[config.mk]
export PLATFORM = sky130hd
export DESIGN_NAME = flash_program_protection
export DESIGN_NICKNAME = d
export VERILOG_FILES = /design/src/verilog/flash_prot_pkg.sv /design/src/verilog/flash_error_detect.sv /design/src/verilog/flash_program_protection.sv
export SDC_FILE = /design/constraint.sdc
export NUM_CORES = 1
export LEC_CHECK = 0
export BUFFER_PORTS_ARGS = -buffer_cell sky130_fd_sc_hd__buf_4
export CORE_UTILIZATION = 40
export DETAILED_ROUTE_END_ITERATION = 6
export PLACE_DENSITY = 0.76
export RECOVER_POWER = 25
export SLEW_MARGIN = 30
export SYNTH_ARGS = -nofsm -noshare
export SYNTH_HDL_FRONTEND = slang
export SYNTH_HIERARCHICAL = 1
export SYNTH_SLANG_ARGS = --single-unit
[constraint.sdc]
create_clock -name clk -period 1.5 [get_ports clk]
set_clock_uncertainty 0.2 [all_clocks]
set_input_delay 0.15 -clock clk [delete_from_list [all_inputs] [get_ports clk]]
set_output_delay 0.15 -clock clk [all_outputs]
set_load 0.05 [all_outputs]
[src/verilog/flash_prot_pkg.sv]
/*
 * Constants for the flash programming protection block: register map,
 * field positions, key codes, reset values and timing figures.
 * Assumes a 32-bit classic Wishbone slave port on a 40 MHz clock.
 */
// Functional notes
// Download start bit clear holds protection and refuses downloads.
// Download and program/erase need their own matching key in the key register.
// Software writes a5 for download, 5a for program/erase, then clears key.
// A malfunction while programming sets the error flag and aborts the operation.
// Any interrupt, including nonmaskable, during programming sets the error flag.
// Any flash read or fetch during programming sets the error flag.
// Sleep or software standby during programming sets the error flag.
// A foreign bus master gaining the bus during programming sets the error flag.
// Error state holds until reset or hardware standby; software cannot clear it.
// Reset generator holds reset at least 100 us after error protection.
// Reset and hardware standby initialise registers and enter protection.
// Array select maps user or user-boot array at 0; boot array blocks programming.
// Software writes the array select register only from on-chip RAM.
// Software runs four no-ops from RAM after switching before flash access.
// Software masks interrupts and avoids nonmaskable ones while switching.
// Vectors follow the selected array unless RAM vector enable is set.
// User-boot array is 8 Kbytes; reads beyond return undefined data.
// Error flag is read-only, cleared only by reset or hardware standby.
package flash_prot_pkg;

    // ********************************
    // Register offsets (byte address)
    // ********************************
    localparam logic [3:0] ctl_status_off   = 4'h0;
    localparam logic [3:0] key_off          = 4'h4;
    localparam logic [3:0] array_sel_off    = 4'h8;
    localparam logic [3:0] status_off       = 4'hc;

    // ********************************
    // Field positions
    // ********************************
    localparam int download_start_bit = 0;
    localparam int ram_vector_bit     = 6;
    localparam int error_flag_bit     = 7;
    localparam int prog_active_bit    = 0;
    localparam int dl_active_bit      = 1;
    localparam int boot_sel_bit       = 2;
    localparam int switching_bit      = 3;

    // ********************************
    // Key codes and reset values
    // ********************************
    localparam logic [7:0] key_download   = 8'ha5;
    localparam logic [7:0] key_program    = 8'h5a;
    localparam logic [7:0] key_reset      = 8'h00;
    localparam logic [7:0] select_user    = 8'h00;
    localparam logic [7:0] select_boot    = 8'haa;
    localparam logic [7:0] select_reset   = 8'h00;

    // ********************************
    // Timing
    // ********************************
    localparam int clk_mhz              = 40;
    localparam int error_reset_us       = 100;
    localparam int error_reset_cycles   = error_reset_us * clk_mhz;
    localparam int switch_time_ns       = 100;
    localparam int clk_period_ns        = 25;
    localparam int switch_cycles        = (switch_time_ns + clk_period_ns - 1) / clk_period_ns;
    localparam logic [2:0] switch_cnt_init = 3'(switch_cycles);
    localparam int boot_array_bytes     = 8192;
    localparam logic [23:0] boot_limit  = 24'(boot_array_bytes);

    typedef enum logic [1:0] {st_idle, st_download, st_program, st_error} prot_state_e;

endpackage

[src/verilog/flash_error_detect.sv]
/*
 * Error event detector: watches the bus and processor event inputs while
 * a program or erase operation runs and registers an error pulse one cycle after each event cycle.
 * Assumes all event inputs are synchronous to clk and already qualified.
 */
`timescale 1ns/100ps
`default_nettype none
module flash_error_detect
    import flash_prot_pkg::*;
(
    // Clock and control
    input  wire logic clk,
    input  wire logic reset,
    input  wire logic ce,
    input  wire logic prog_active,
    // Events
    input  wire logic irq_taken,
    input  wire logic nmi_taken,
    input  wire logic flash_read,
    input  wire logic sleep_exec,
    input  wire logic foreign_master,
    input  wire logic malfunction,
    // Result
    output logic      error_pulse_r
);
    always_ff @(posedge clk) begin
        if (reset) begin
            error_pulse_r <= 1'b0;
        end else if (ce) begin
            error_pulse_r <= prog_active &
                             ((irq_taken | nmi_taken)
                              | flash_read
                              | sleep_exec
                              | foreign_master
                              | malfunction);
        end
    end
endmodule
`default_nettype wire

[src/verilog/flash_program_protection.sv]
/*
 * Flash program/erase protection and memory array switching.
 * Holds the code control/status, key and array select registers, gates
 * download and program/erase, latches the error flag on illegal events and
 * steers address 0 and the vector table between arrays.
 * Assumes classic Wishbone master on clk, and event strobes from the CPU
 * side in the same clock domain. hw_standby acts as a reset.
 */
// The placing of the registers and the Wishbone register port were left to the implementer.
`timescale 1ns/100ps
`default_nettype none
module flash_program_protection
    import flash_prot_pkg::*;
(
    // Clock, reset, enable
    input  wire logic        clk,
    input  wire logic        reset,
    input  wire logic        ce,
    input  wire logic        hw_standby,
    // Wishbone slave
    input  wire logic        wb_cyc_i,
    input  wire logic        wb_stb_i,
    input  wire logic        wb_we_i,
    input  wire logic [3:0]  wb_adr_i,
    input  wire logic [3:0]  wb_sel_i,
    input  wire logic [31:0] wb_dat_i,
    output logic [31:0]      wb_dat_o,
    output logic             wb_ack_o,
    output logic             wb_err_o,
    // Operation requests from the flash engine
    input  wire logic        prog_start,
    input  wire logic        prog_done,
    input  wire logic        download_done,
    // Error event inputs
    input  wire logic        irq_taken,
    input  wire logic        nmi_taken,
    input  wire logic        flash_read,
    input  wire logic        sleep_exec,
    input  wire logic        foreign_master,
    input  wire logic        malfunction,
    // Array access
    input  wire logic [23:0] flash_addr,
    // Outputs
    output logic             download_en_r,
    output logic             prog_enable_r,
    output logic             prog_abort_r,
    output logic             flash_error_flag,
    output logic             boot_array_sel_r,
    output logic             vector_in_ram_r,
    output logic             boot_range_err_r,
    output logic             switching_r,
    output logic             long_reset_req_r
);

    // ********************************
    // Registers and state
    // ********************************
    logic        download_start_ctl_r;
    logic        ram_vector_enable_r;
    logic        error_flag_r;
    logic [7:0]  flash_key_reg_r;
    logic [7:0]  array_select_reg_r;
    logic [2:0]  switch_cnt_r;
    prot_state_e state_r;
    prot_state_e state_nxt;
    logic        error_pulse_r;
    logic        init;
    logic        wr;
    logic        rd_req;

    assign init   = reset | hw_standby;
    // Writes land on the ack edge, where the master samples the answer
    assign wr     = wb_cyc_i & wb_stb_i & wb_we_i & wb_ack_o & wb_sel_i[0];
    assign rd_req = wb_cyc_i & wb_stb_i & ~wb_ack_o & ~wb_err_o;

    function automatic logic hit(input logic [3:0] adr, input logic [3:0] off);
        hit = (adr == off);
    endfunction

    function automatic logic mapped(input logic [3:0] adr);
        mapped = hit(adr, ctl_status_off) | hit(adr, key_off) |
                 hit(adr, array_sel_off) | hit(adr, status_off);
    endfunction

    // ********************************
    // Error detection
    // ********************************
    flash_error_detect u_detect (
        .clk            (clk),
        .reset          (init),
        .ce             (ce),
        .prog_active    (state_r == st_program),
        .irq_taken      (irq_taken),
        .nmi_taken      (nmi_taken),
        .flash_read     (flash_read),
        .sleep_exec     (sleep_exec),
        .foreign_master (foreign_master),
        .malfunction    (malfunction),
        .error_pulse_r  (error_pulse_r)
    );

    // Sticky error flag, only initialisation clears it
    always_ff @(posedge clk) begin
        if (init) begin
            error_flag_r <= 1'b0;
        end else if (ce && error_pulse_r) begin
            error_flag_r <= 1'b1;
        end
    end

    // ********************************
    // Control/status register
    // ********************************
    always_ff @(posedge clk) begin
        if (init) begin
            download_start_ctl_r <= 1'b0;
            ram_vector_enable_r  <= 1'b0;
        end else if (ce) begin
            if (wr && hit(wb_adr_i, ctl_status_off)) begin
                // Download start only takes with the download key present
                download_start_ctl_r <= wb_dat_i[download_start_bit]
                                        & (flash_key_reg_r == key_download);
                ram_vector_enable_r  <= wb_dat_i[ram_vector_bit];
            end else if (download_done) begin
                download_start_ctl_r <= 1'b0;
            end
        end
    end

    always_ff @(posedge clk) begin
        if (init) begin
            flash_key_reg_r <= key_reset;
        end else if (ce && wr && hit(wb_adr_i, key_off)) begin
            flash_key_reg_r <= wb_dat_i[7:0];
        end
    end

    // ********************************
    // Array select and switch window
    // ********************************
    always_ff @(posedge clk) begin
        if (init) begin
            array_select_reg_r <= select_reset;
            switch_cnt_r       <= 3'h0;
        end else if (ce) begin
            if (wr && hit(wb_adr_i, array_sel_off)) begin
                array_select_reg_r <= wb_dat_i[7:0];
                switch_cnt_r       <= switch_cnt_init;
            end else if (switch_cnt_r != 3'h0) begin
                switch_cnt_r <= switch_cnt_r - 3'h1;
            end
        end
    end

    // ********************************
    // Protection state machine
    // ********************************
    always_comb begin
        state_nxt = state_r;
        case (state_r)
            st_idle: begin
                // An event caught as program ends still locks the array
                if (error_pulse_r) begin
                    state_nxt = st_error;
                end else if (download_start_ctl_r && flash_key_reg_r == key_download) begin
                    state_nxt = st_download;
                end else if (prog_start && flash_key_reg_r == key_program
                             && array_select_reg_r != select_boot) begin
                    state_nxt = st_program;
                end
            end
            st_download: begin
                if (!download_start_ctl_r || download_done) begin
                    state_nxt = st_idle;
                end
            end
            st_program: begin
                if (error_pulse_r) begin
                    state_nxt = st_error;
                end else if (prog_done || flash_key_reg_r != key_program) begin
                    state_nxt = st_idle;
                end
            end
            st_error: state_nxt = st_error;
            default:  state_nxt = st_idle;
        endcase
    end

    always_ff @(posedge clk) begin
        if (init) begin
            state_r <= st_idle;
        end else if (ce) begin
            state_r <= state_nxt;
        end
    end

    // ********************************
    // Registered outputs
    // ********************************
    always_ff @(posedge clk) begin
        if (init) begin
            download_en_r    <= 1'b0;
            prog_enable_r    <= 1'b0;
            prog_abort_r     <= 1'b0;
            flash_error_flag <= 1'b0;
            long_reset_req_r <= 1'b0;
        end else if (ce) begin
            download_en_r    <= state_nxt == st_download;
            prog_enable_r    <= state_nxt == st_program;
            prog_abort_r     <= state_nxt == st_error;
            flash_error_flag <= error_flag_r | error_pulse_r;
            // Asks the reset generator for the long reset
            long_reset_req_r <= state_nxt == st_error;
        end
    end

    always_ff @(posedge clk) begin
        if (init) begin
            boot_array_sel_r <= 1'b0;
            vector_in_ram_r  <= 1'b0;
            switching_r      <= 1'b0;
            boot_range_err_r <= 1'b0;
        end else if (ce) begin
            boot_array_sel_r <= array_select_reg_r == select_boot;
            vector_in_ram_r  <= ram_vector_enable_r;
            switching_r      <= switch_cnt_r != 3'h0;
            // Reads past the boot array are flagged, data stays undefined
            boot_range_err_r <= boot_array_sel_r && flash_addr >= boot_limit;
        end
    end

    // ********************************
    // Wishbone answer: one wait state, err on unmapped
    // ********************************
    always_ff @(posedge clk) begin
        if (init) begin
            wb_ack_o <= 1'b0;
            wb_err_o <= 1'b0;
            wb_dat_o <= 32'h0;
        end else if (ce) begin
            wb_ack_o <= rd_req & mapped(wb_adr_i);
            wb_err_o <= rd_req & ~mapped(wb_adr_i);
            wb_dat_o <= 32'h0;
            if (rd_req && !wb_we_i) begin
                case (wb_adr_i)
                    ctl_status_off: begin
                        wb_dat_o[download_start_bit] <= download_start_ctl_r;
                        wb_dat_o[ram_vector_bit]     <= ram_vector_enable_r;
                        wb_dat_o[error_flag_bit]     <= error_flag_r;
                    end
                    key_off:       wb_dat_o[7:0] <= flash_key_reg_r;
                    array_sel_off: wb_dat_o[7:0] <= array_select_reg_r;
                    status_off: begin
                        wb_dat_o[prog_active_bit] <= state_r == st_program;
                        wb_dat_o[dl_active_bit]   <= state_r == st_download;
                        wb_dat_o[boot_sel_bit]    <= boot_array_sel_r;
                        wb_dat_o[switching_bit]   <= switch_cnt_r != 3'h0;
                    end
                    default: wb_dat_o <= 32'h0;
                endcase
            end
        end
    end

endmodule
`default_nettype wire

* Word-level counts from Yosys, hierarchy flattened
Cells that the tools add are included.
** Cells by class
- $add $sub $neg :: 1
- $lt $le $gt $ge :: 1
- Equal/unequal tests :: 14
- Mux-type cells :: 16
- Bitwise gates (word level) :: 23
- Reductions and logical operators :: 23
** Operators with widths (number)
- greater-or-equal comparator 24 x 14 -> 1 bit, second input constant :: 1
- == test 8 bit, second input constant :: 2
- 2-to-1 mux 2 bit :: 6
- bitwise AND 1 bit :: 10
- logical AND 1 bit :: 10
- bitwise OR 1 bit :: 10
- one-hot mux 3 bit (3 select lines) :: 1
- == test 2 bit, second input constant :: 4
- == test 4 bit, second input constant :: 2
- == test 8 x 7 -> 1 bit, second input constant :: 1
- 2-to-1 mux 8 bit :: 1
- inequality test 8 x 7 -> 1 bit, second input constant :: 1
- inequality test 8 bit, second input constant :: 1
- one-hot mux 2 bit (4 select lines) :: 1
- AND reduction 2 bit :: 4
- 2-to-1 mux 3 bit :: 2
- one-hot mux 2 bit (3 select lines) :: 1
- == test 2 x 1 -> 1 bit, second input constant :: 2
- == test 4 x 3 -> 1 bit, second input constant :: 1
- logical NOT 4 bit :: 1
- one-hot mux 1 bit (4 select lines) :: 1
- one-hot mux 2 bit (2 select lines) :: 1
- nonzero test 2 bit :: 2
- NOT 1 bit :: 3
- 6 further kinds :: 9
** Storage, ports and cells
- Flip-flop bits (word level) :: 67
- Bits of input ports :: 80
- Output and inout port bits :: 43

* Depth between registers and ports, before layout
- Depth after elaboration :: 8
- Mapped depth :: 6
- Gate-level depth less buffers :: 6

* Cells and area by module
Netlist, hierarchy kept.
** Modules (own cells, without submodules)
- flash_program_protection :: times used 1, cells each 250, area each 2233.4 um2, seq. area each 840.8 um2
- flash_error_detect :: times used 1, cells each 5, area each 55.1 um2, seq. area each 20.0 um2

* Worst setup path after synthesis
Ideal clock, no wire load.
- Path kind :: register -> register
- From :: register wb_ack_o
- To :: register flash_key_reg_r[0]
- Library setup time :: 128 ps
- Data arrival time :: 1362 ps
- Data required time :: 1172 ps
- Path slack :: -189 ps
- Stages on the path, launching flop included :: 4
- Cell sequence :: dfxtp_1 -> nand4_2 -> mux2i_1 -> nor2_1
** Between the ends
- Cells in the longest elaborated chain, start to end :: 4
** RTL lines
- start, declared :: line flash_program_protection.sv:28 : output logic wb_ack_o,
- start signal, assigned :: line flash_program_protection.sv:241 : wb_ack_o <= rd_req & mapped(wb_adr_i);
- bitwise AND 1 bit (2 in a row) :: line flash_program_protection.sv:73 : assign wr = wb_cyc_i & wb_stb_i & wb_we_i & wb_ack_o & wb_sel_i[0];
- logical AND 1 bit (2 in a row) :: line flash_program_protection.sv:133 : end else if (ce && wr && hit(wb_adr_i, key_off)) begin
- end signal, assigned :: line flash_program_protection.sv:132 : flash_key_reg_r <= key_reset;
- end signal, assigned :: line flash_program_protection.sv:134 : flash_key_reg_r <= wb_dat_i[7:0];
- end, declared :: line flash_program_protection.sv:61 : logic [7:0] flash_key_reg_r;
Every way passes these cells.
A chain may end at the register's enable or synchronous reset.

* Worst setup path after layout
- From :: register array_select_reg_r[2]
- To :: register long_reset_req_r
** Between the ends
- Cells in the longest elaborated chain, start to end :: 7
** RTL lines
- start, declared :: line flash_program_protection.sv:62 : logic [7:0] array_select_reg_r;
- start signal, assigned :: line flash_program_protection.sv:143 : array_select_reg_r <= select_reset;
- start signal, assigned :: line flash_program_protection.sv:147 : array_select_reg_r <= wb_dat_i[7:0];
- inequality test 8 bit :: line flash_program_protection.sv:168 : && array_select_reg_r != select_boot) begin
- logical AND 1 bit :: line flash_program_protection.sv:168
- 2-to-1 mux 2 bit :: line flash_program_protection.sv:167 : end else if (prog_start && flash_key_reg_r == key_program
- 2-to-1 mux 2 bit :: line flash_program_protection.sv:165 : end else if (download_start_ctl_r && flash_key_reg_r == key_download) begin
- 2-to-1 mux 2 bit :: line flash_program_protection.sv:163 : if (error_pulse_r) begin
- one-hot mux 2 bit (4 select lines) :: line flash_program_protection.sv:160 : case (state_r)
- == test 2 bit :: line flash_program_protection.sv:213 : long_reset_req_r <= state_nxt == st_error;
- end signal, assigned :: line flash_program_protection.sv:213
- end, declared :: line flash_program_protection.sv:52 : output logic long_reset_req_r
Every way passes these cells.

==> results.json <==
{
  "outcome": "finished, violations left",
  "violations": "hold timing, setup timing",
  "synth_cell_type_count": 50,
  "fin_crit_ns": 1.63,
  "ys_seq_elements": 43,
  "slew_viol_final": 0,
  "worstPathRequired_ns": 1.48,
  "grt_pass1_wl_um": 9320,
  "place_congestion": 0.846,
  "viasPerCell": 5.03,
  "grt_max_degree": 26,
  "synth_edf_count": 0,
  "synth_ff_type": "dfxtp_1",
  "wl_um": 5770,
  "p_total_w": 0.00241,
  "syn_to_final_growth_pct": 44.0,
  "die_area_mm2": 0.00603,
  "netlist_area_mm2": 0.00229,
  "drt-initial-drc-count": 106,
  "root_buffer": "clkbuf_8",
  "pwr-share-comb_pct": 14.8,
  "crit_slowest_cell": "dfxtp_2",
  "cts.sinks": 43,
  "end_kind": "register",
  "pre_cts_ws_ns": -0.231,
  "cts_tree": "built",
  "crit_arrival_ns": 1.61,
  "grt-ovfl-total": 0,
  "path_max_fanout": 4,
  "setup_ws_ns": -0.127,
  "power.internal_w": 0.00176,
  "syn_inst": 255,
  "grt_usage_pct": 19.6,
  "fin_nets": 438,
  "ys_seq_area_share_pct": 37.6,
  "path_cells": "and4bb_2 > nand4_1 > a311oi_2 > buf_4 > o31ai_1",
  "vias": 2159,
  "antenna_found_initial": 0,
  "htree_levels": 2,
  "final_core_util_pct": 59.9,
  "placed_area_mm2": 0.00296,
  "critPathMaxStageDelay_ns": 0.33,
  "drive_gt1_share_pct": 40.6,
  "die_w_um": 77.6,
  "finalHoldViolations": 1,
  "relSlewSlack_pct": 66.5,
  "p_leak_nw": 1.46,
  "worst_setup_path_start_kind": "register",
  "final_cell_mix": "buf_4 (82), nor2_1 (33), dfxtp_1 (31), conb_1 (24), mux2i_1 (20)",
  "yosysWarnings": 6,
  "min_path_type": "in -> reg",
  "p_sw_share_pct": 27.0,
  "avgSynthCellArea_um2": 8.97,
  "portBuffers": 58,
  "cts_buffers": 5,
  "insertion_delay_ns": 0.30,
  "tightest_slew_ns": 0.502,
  "async_reset_ff_share_pct": 0,
  "p_sw_w": 0.000653,
  "antenna_cells": 0,
  "fillers": 500,
  "fin_area_mm2": 0.00330,
  "io_pins": 123,
  "initial_core_util_pct": 41.6,
  "max_freq_ghz": 0.615,
  "p_seq_share_pct": 47.2,
  "fp.dieH_um": 77.6,
  "rsz0062_at_grt": "true",
  "clkTransAtPathRegs_ns": 0.09,
  "antenna_left": 0,
  "wl_per_cell_um": 13.4,
  "clockBufferDepth": 2,
  "rows": 27,
  "power_density_mw_per_mm2": 733,
  "grt_pass1_vias": 2005,
  "hpwl_um": 4180,
  "crit_type": "reg -> reg",
  "holdWs_ns": -0.0238,
  "finalSetupViolations": 6,
  "clkPwrFrac_pct": 38.0,
  "design.core.area_mm2": 0.00551,
  "irDropWorstVdd_uv": 453,
  "drc": 0,
  "drv_cap": 0,
  "fin_crit_sh_pct": 108,
  "layout_commonest_cell": "buf_4",
  "drt_first_pass_iters": 4
}
==> cells in the mapped netlist, drive strengths merged, types with 4 or more instances <==
master | count | area (µm²)
o21ai | 4 | 20.0
dfxtp | 43 | 861
mux2i | 20 | 200
nand3 | 10 | 50.1
nand4 | 6 | 43.8
nand2 | 7 | 26.3
inv | 5 | 18.8
nor2 | 34 | 128
nor2b | 9 | 56.3
a21oi | 19 | 95.1
nand2b | 11 | 68.8
clkbuf | 4 | 15.0
buf | 32 | 223
==> area by class of cell <==
type / instances / area, µm² / share of cell area (%)
multi-input cells: 194 / 1360 / 41.3
flip-flops and latches: 43 / 883 / 26.8
repair buffers: 107 / 830 / 25.2
well taps: 72 / 90.1 / 2.73
clock buffers: 5 / 68.8 / 2.09
clock inverters: 3 / 43.8 / 1.33
inverters: 5 / 18.8 / 0.569
==> worst paths after layout <==
path,to,slack (ns),start,depth (start not counted)
max,long_reset_req_r$_SDFFE_PP0P_,-0.13,array_select_reg_r[2]$_SDFFE_PP0P_,5
min reg2reg,boot_range_err_r$_SDFFE_PP0P_,0.27,boot_range_err_r$_SDFFE_PP0P_,2
min,wb_err_o$_SDFFE_PP0P_,-0.02,wb_adr_i[1],3
max reg2reg,long_reset_req_r$_SDFFE_PP0P_,-0.13,array_select_reg_r[2]$_SDFFE_PP0P_,5
==> power groups by stage <==
stage,clock [W],combinational (W),sequential (W)
floorplan,0,0.000251,0.00118
finish,0.000918,0.000358,0.00114
global route,0.000986,0.000379,0.00114
CTS,0.000934,0.000356,0.00114
detailed placement,0,0.000326,0.00117
global placement,0,0.000323,0.00117
==> logic make-up (layout without fill, tap and decap cells) <==
| kind of cell | Yosys count | in the layout | share of synthesized area [%] |
|---|---|---|---|
| other | 1 | 24 | 0.164 |
| DFF | 43 | 43 | 37.6 |
| xor gates and xnor gates | 1 | 1 | 0.383 |
| and+or+nand+nor | 101 | 101 | 25.3 |
| buffers and inverters | 41 | 120 | 11.2 |
| AOI/OAI and AO/OA | 42 | 42 | 13.1 |
| muxes | 24 | 24 | 11.2 |
| adders and majority gates | 2 | 2 | 1.09 |
==> sequential cells by signal (all words and copies together) (netlist names), 2 cells and up <==
signal,count
array_select_reg_r,8
flash_key_reg_r,8
state_r,2
switch_cnt_r,3
wb_dat_o,8
==> routing by layer <==
layer / part of all wire [%] / global-route usage [%]
met5: 0 / 0
met4: 2.2 / 8.11
met3: 5.9 / 4.24
met2: 50 / 32.7
met1: 42 / 24.3
==> critical path, delay by kind of cell, from the launching register on <==
family | cells | cell delay (ns)
and+or+nand+nor | 2 | 0.43
AOI/OAI and AO/OA | 2 | 0.36
DFF | 1 | 0.33
buffers and inverters | 1 | 0.18
==> metrics by stage <==
stage	TNS [ns]	instances	hold slack [ns]
detailed placement	-0.765	406	0.199
CTS	-0.980	428	0.0155
floorplan	0	278	0.0939
finish	-0.530	429	-0.0238
global route	-1.21	429	0.00204
global placement	-0.598	406	0.191
==> repair_timing <==
action	4_1_cts	5_1_grt
setup endpoints to repair	7	16
gates cloned	0	0
gates resized for setup	9	22
setup buffers	0	2
hold buffers	14	1
pin swaps	3	14
endpoints found under the hold margin	24	1
Power figures use the tool's default switching activity.
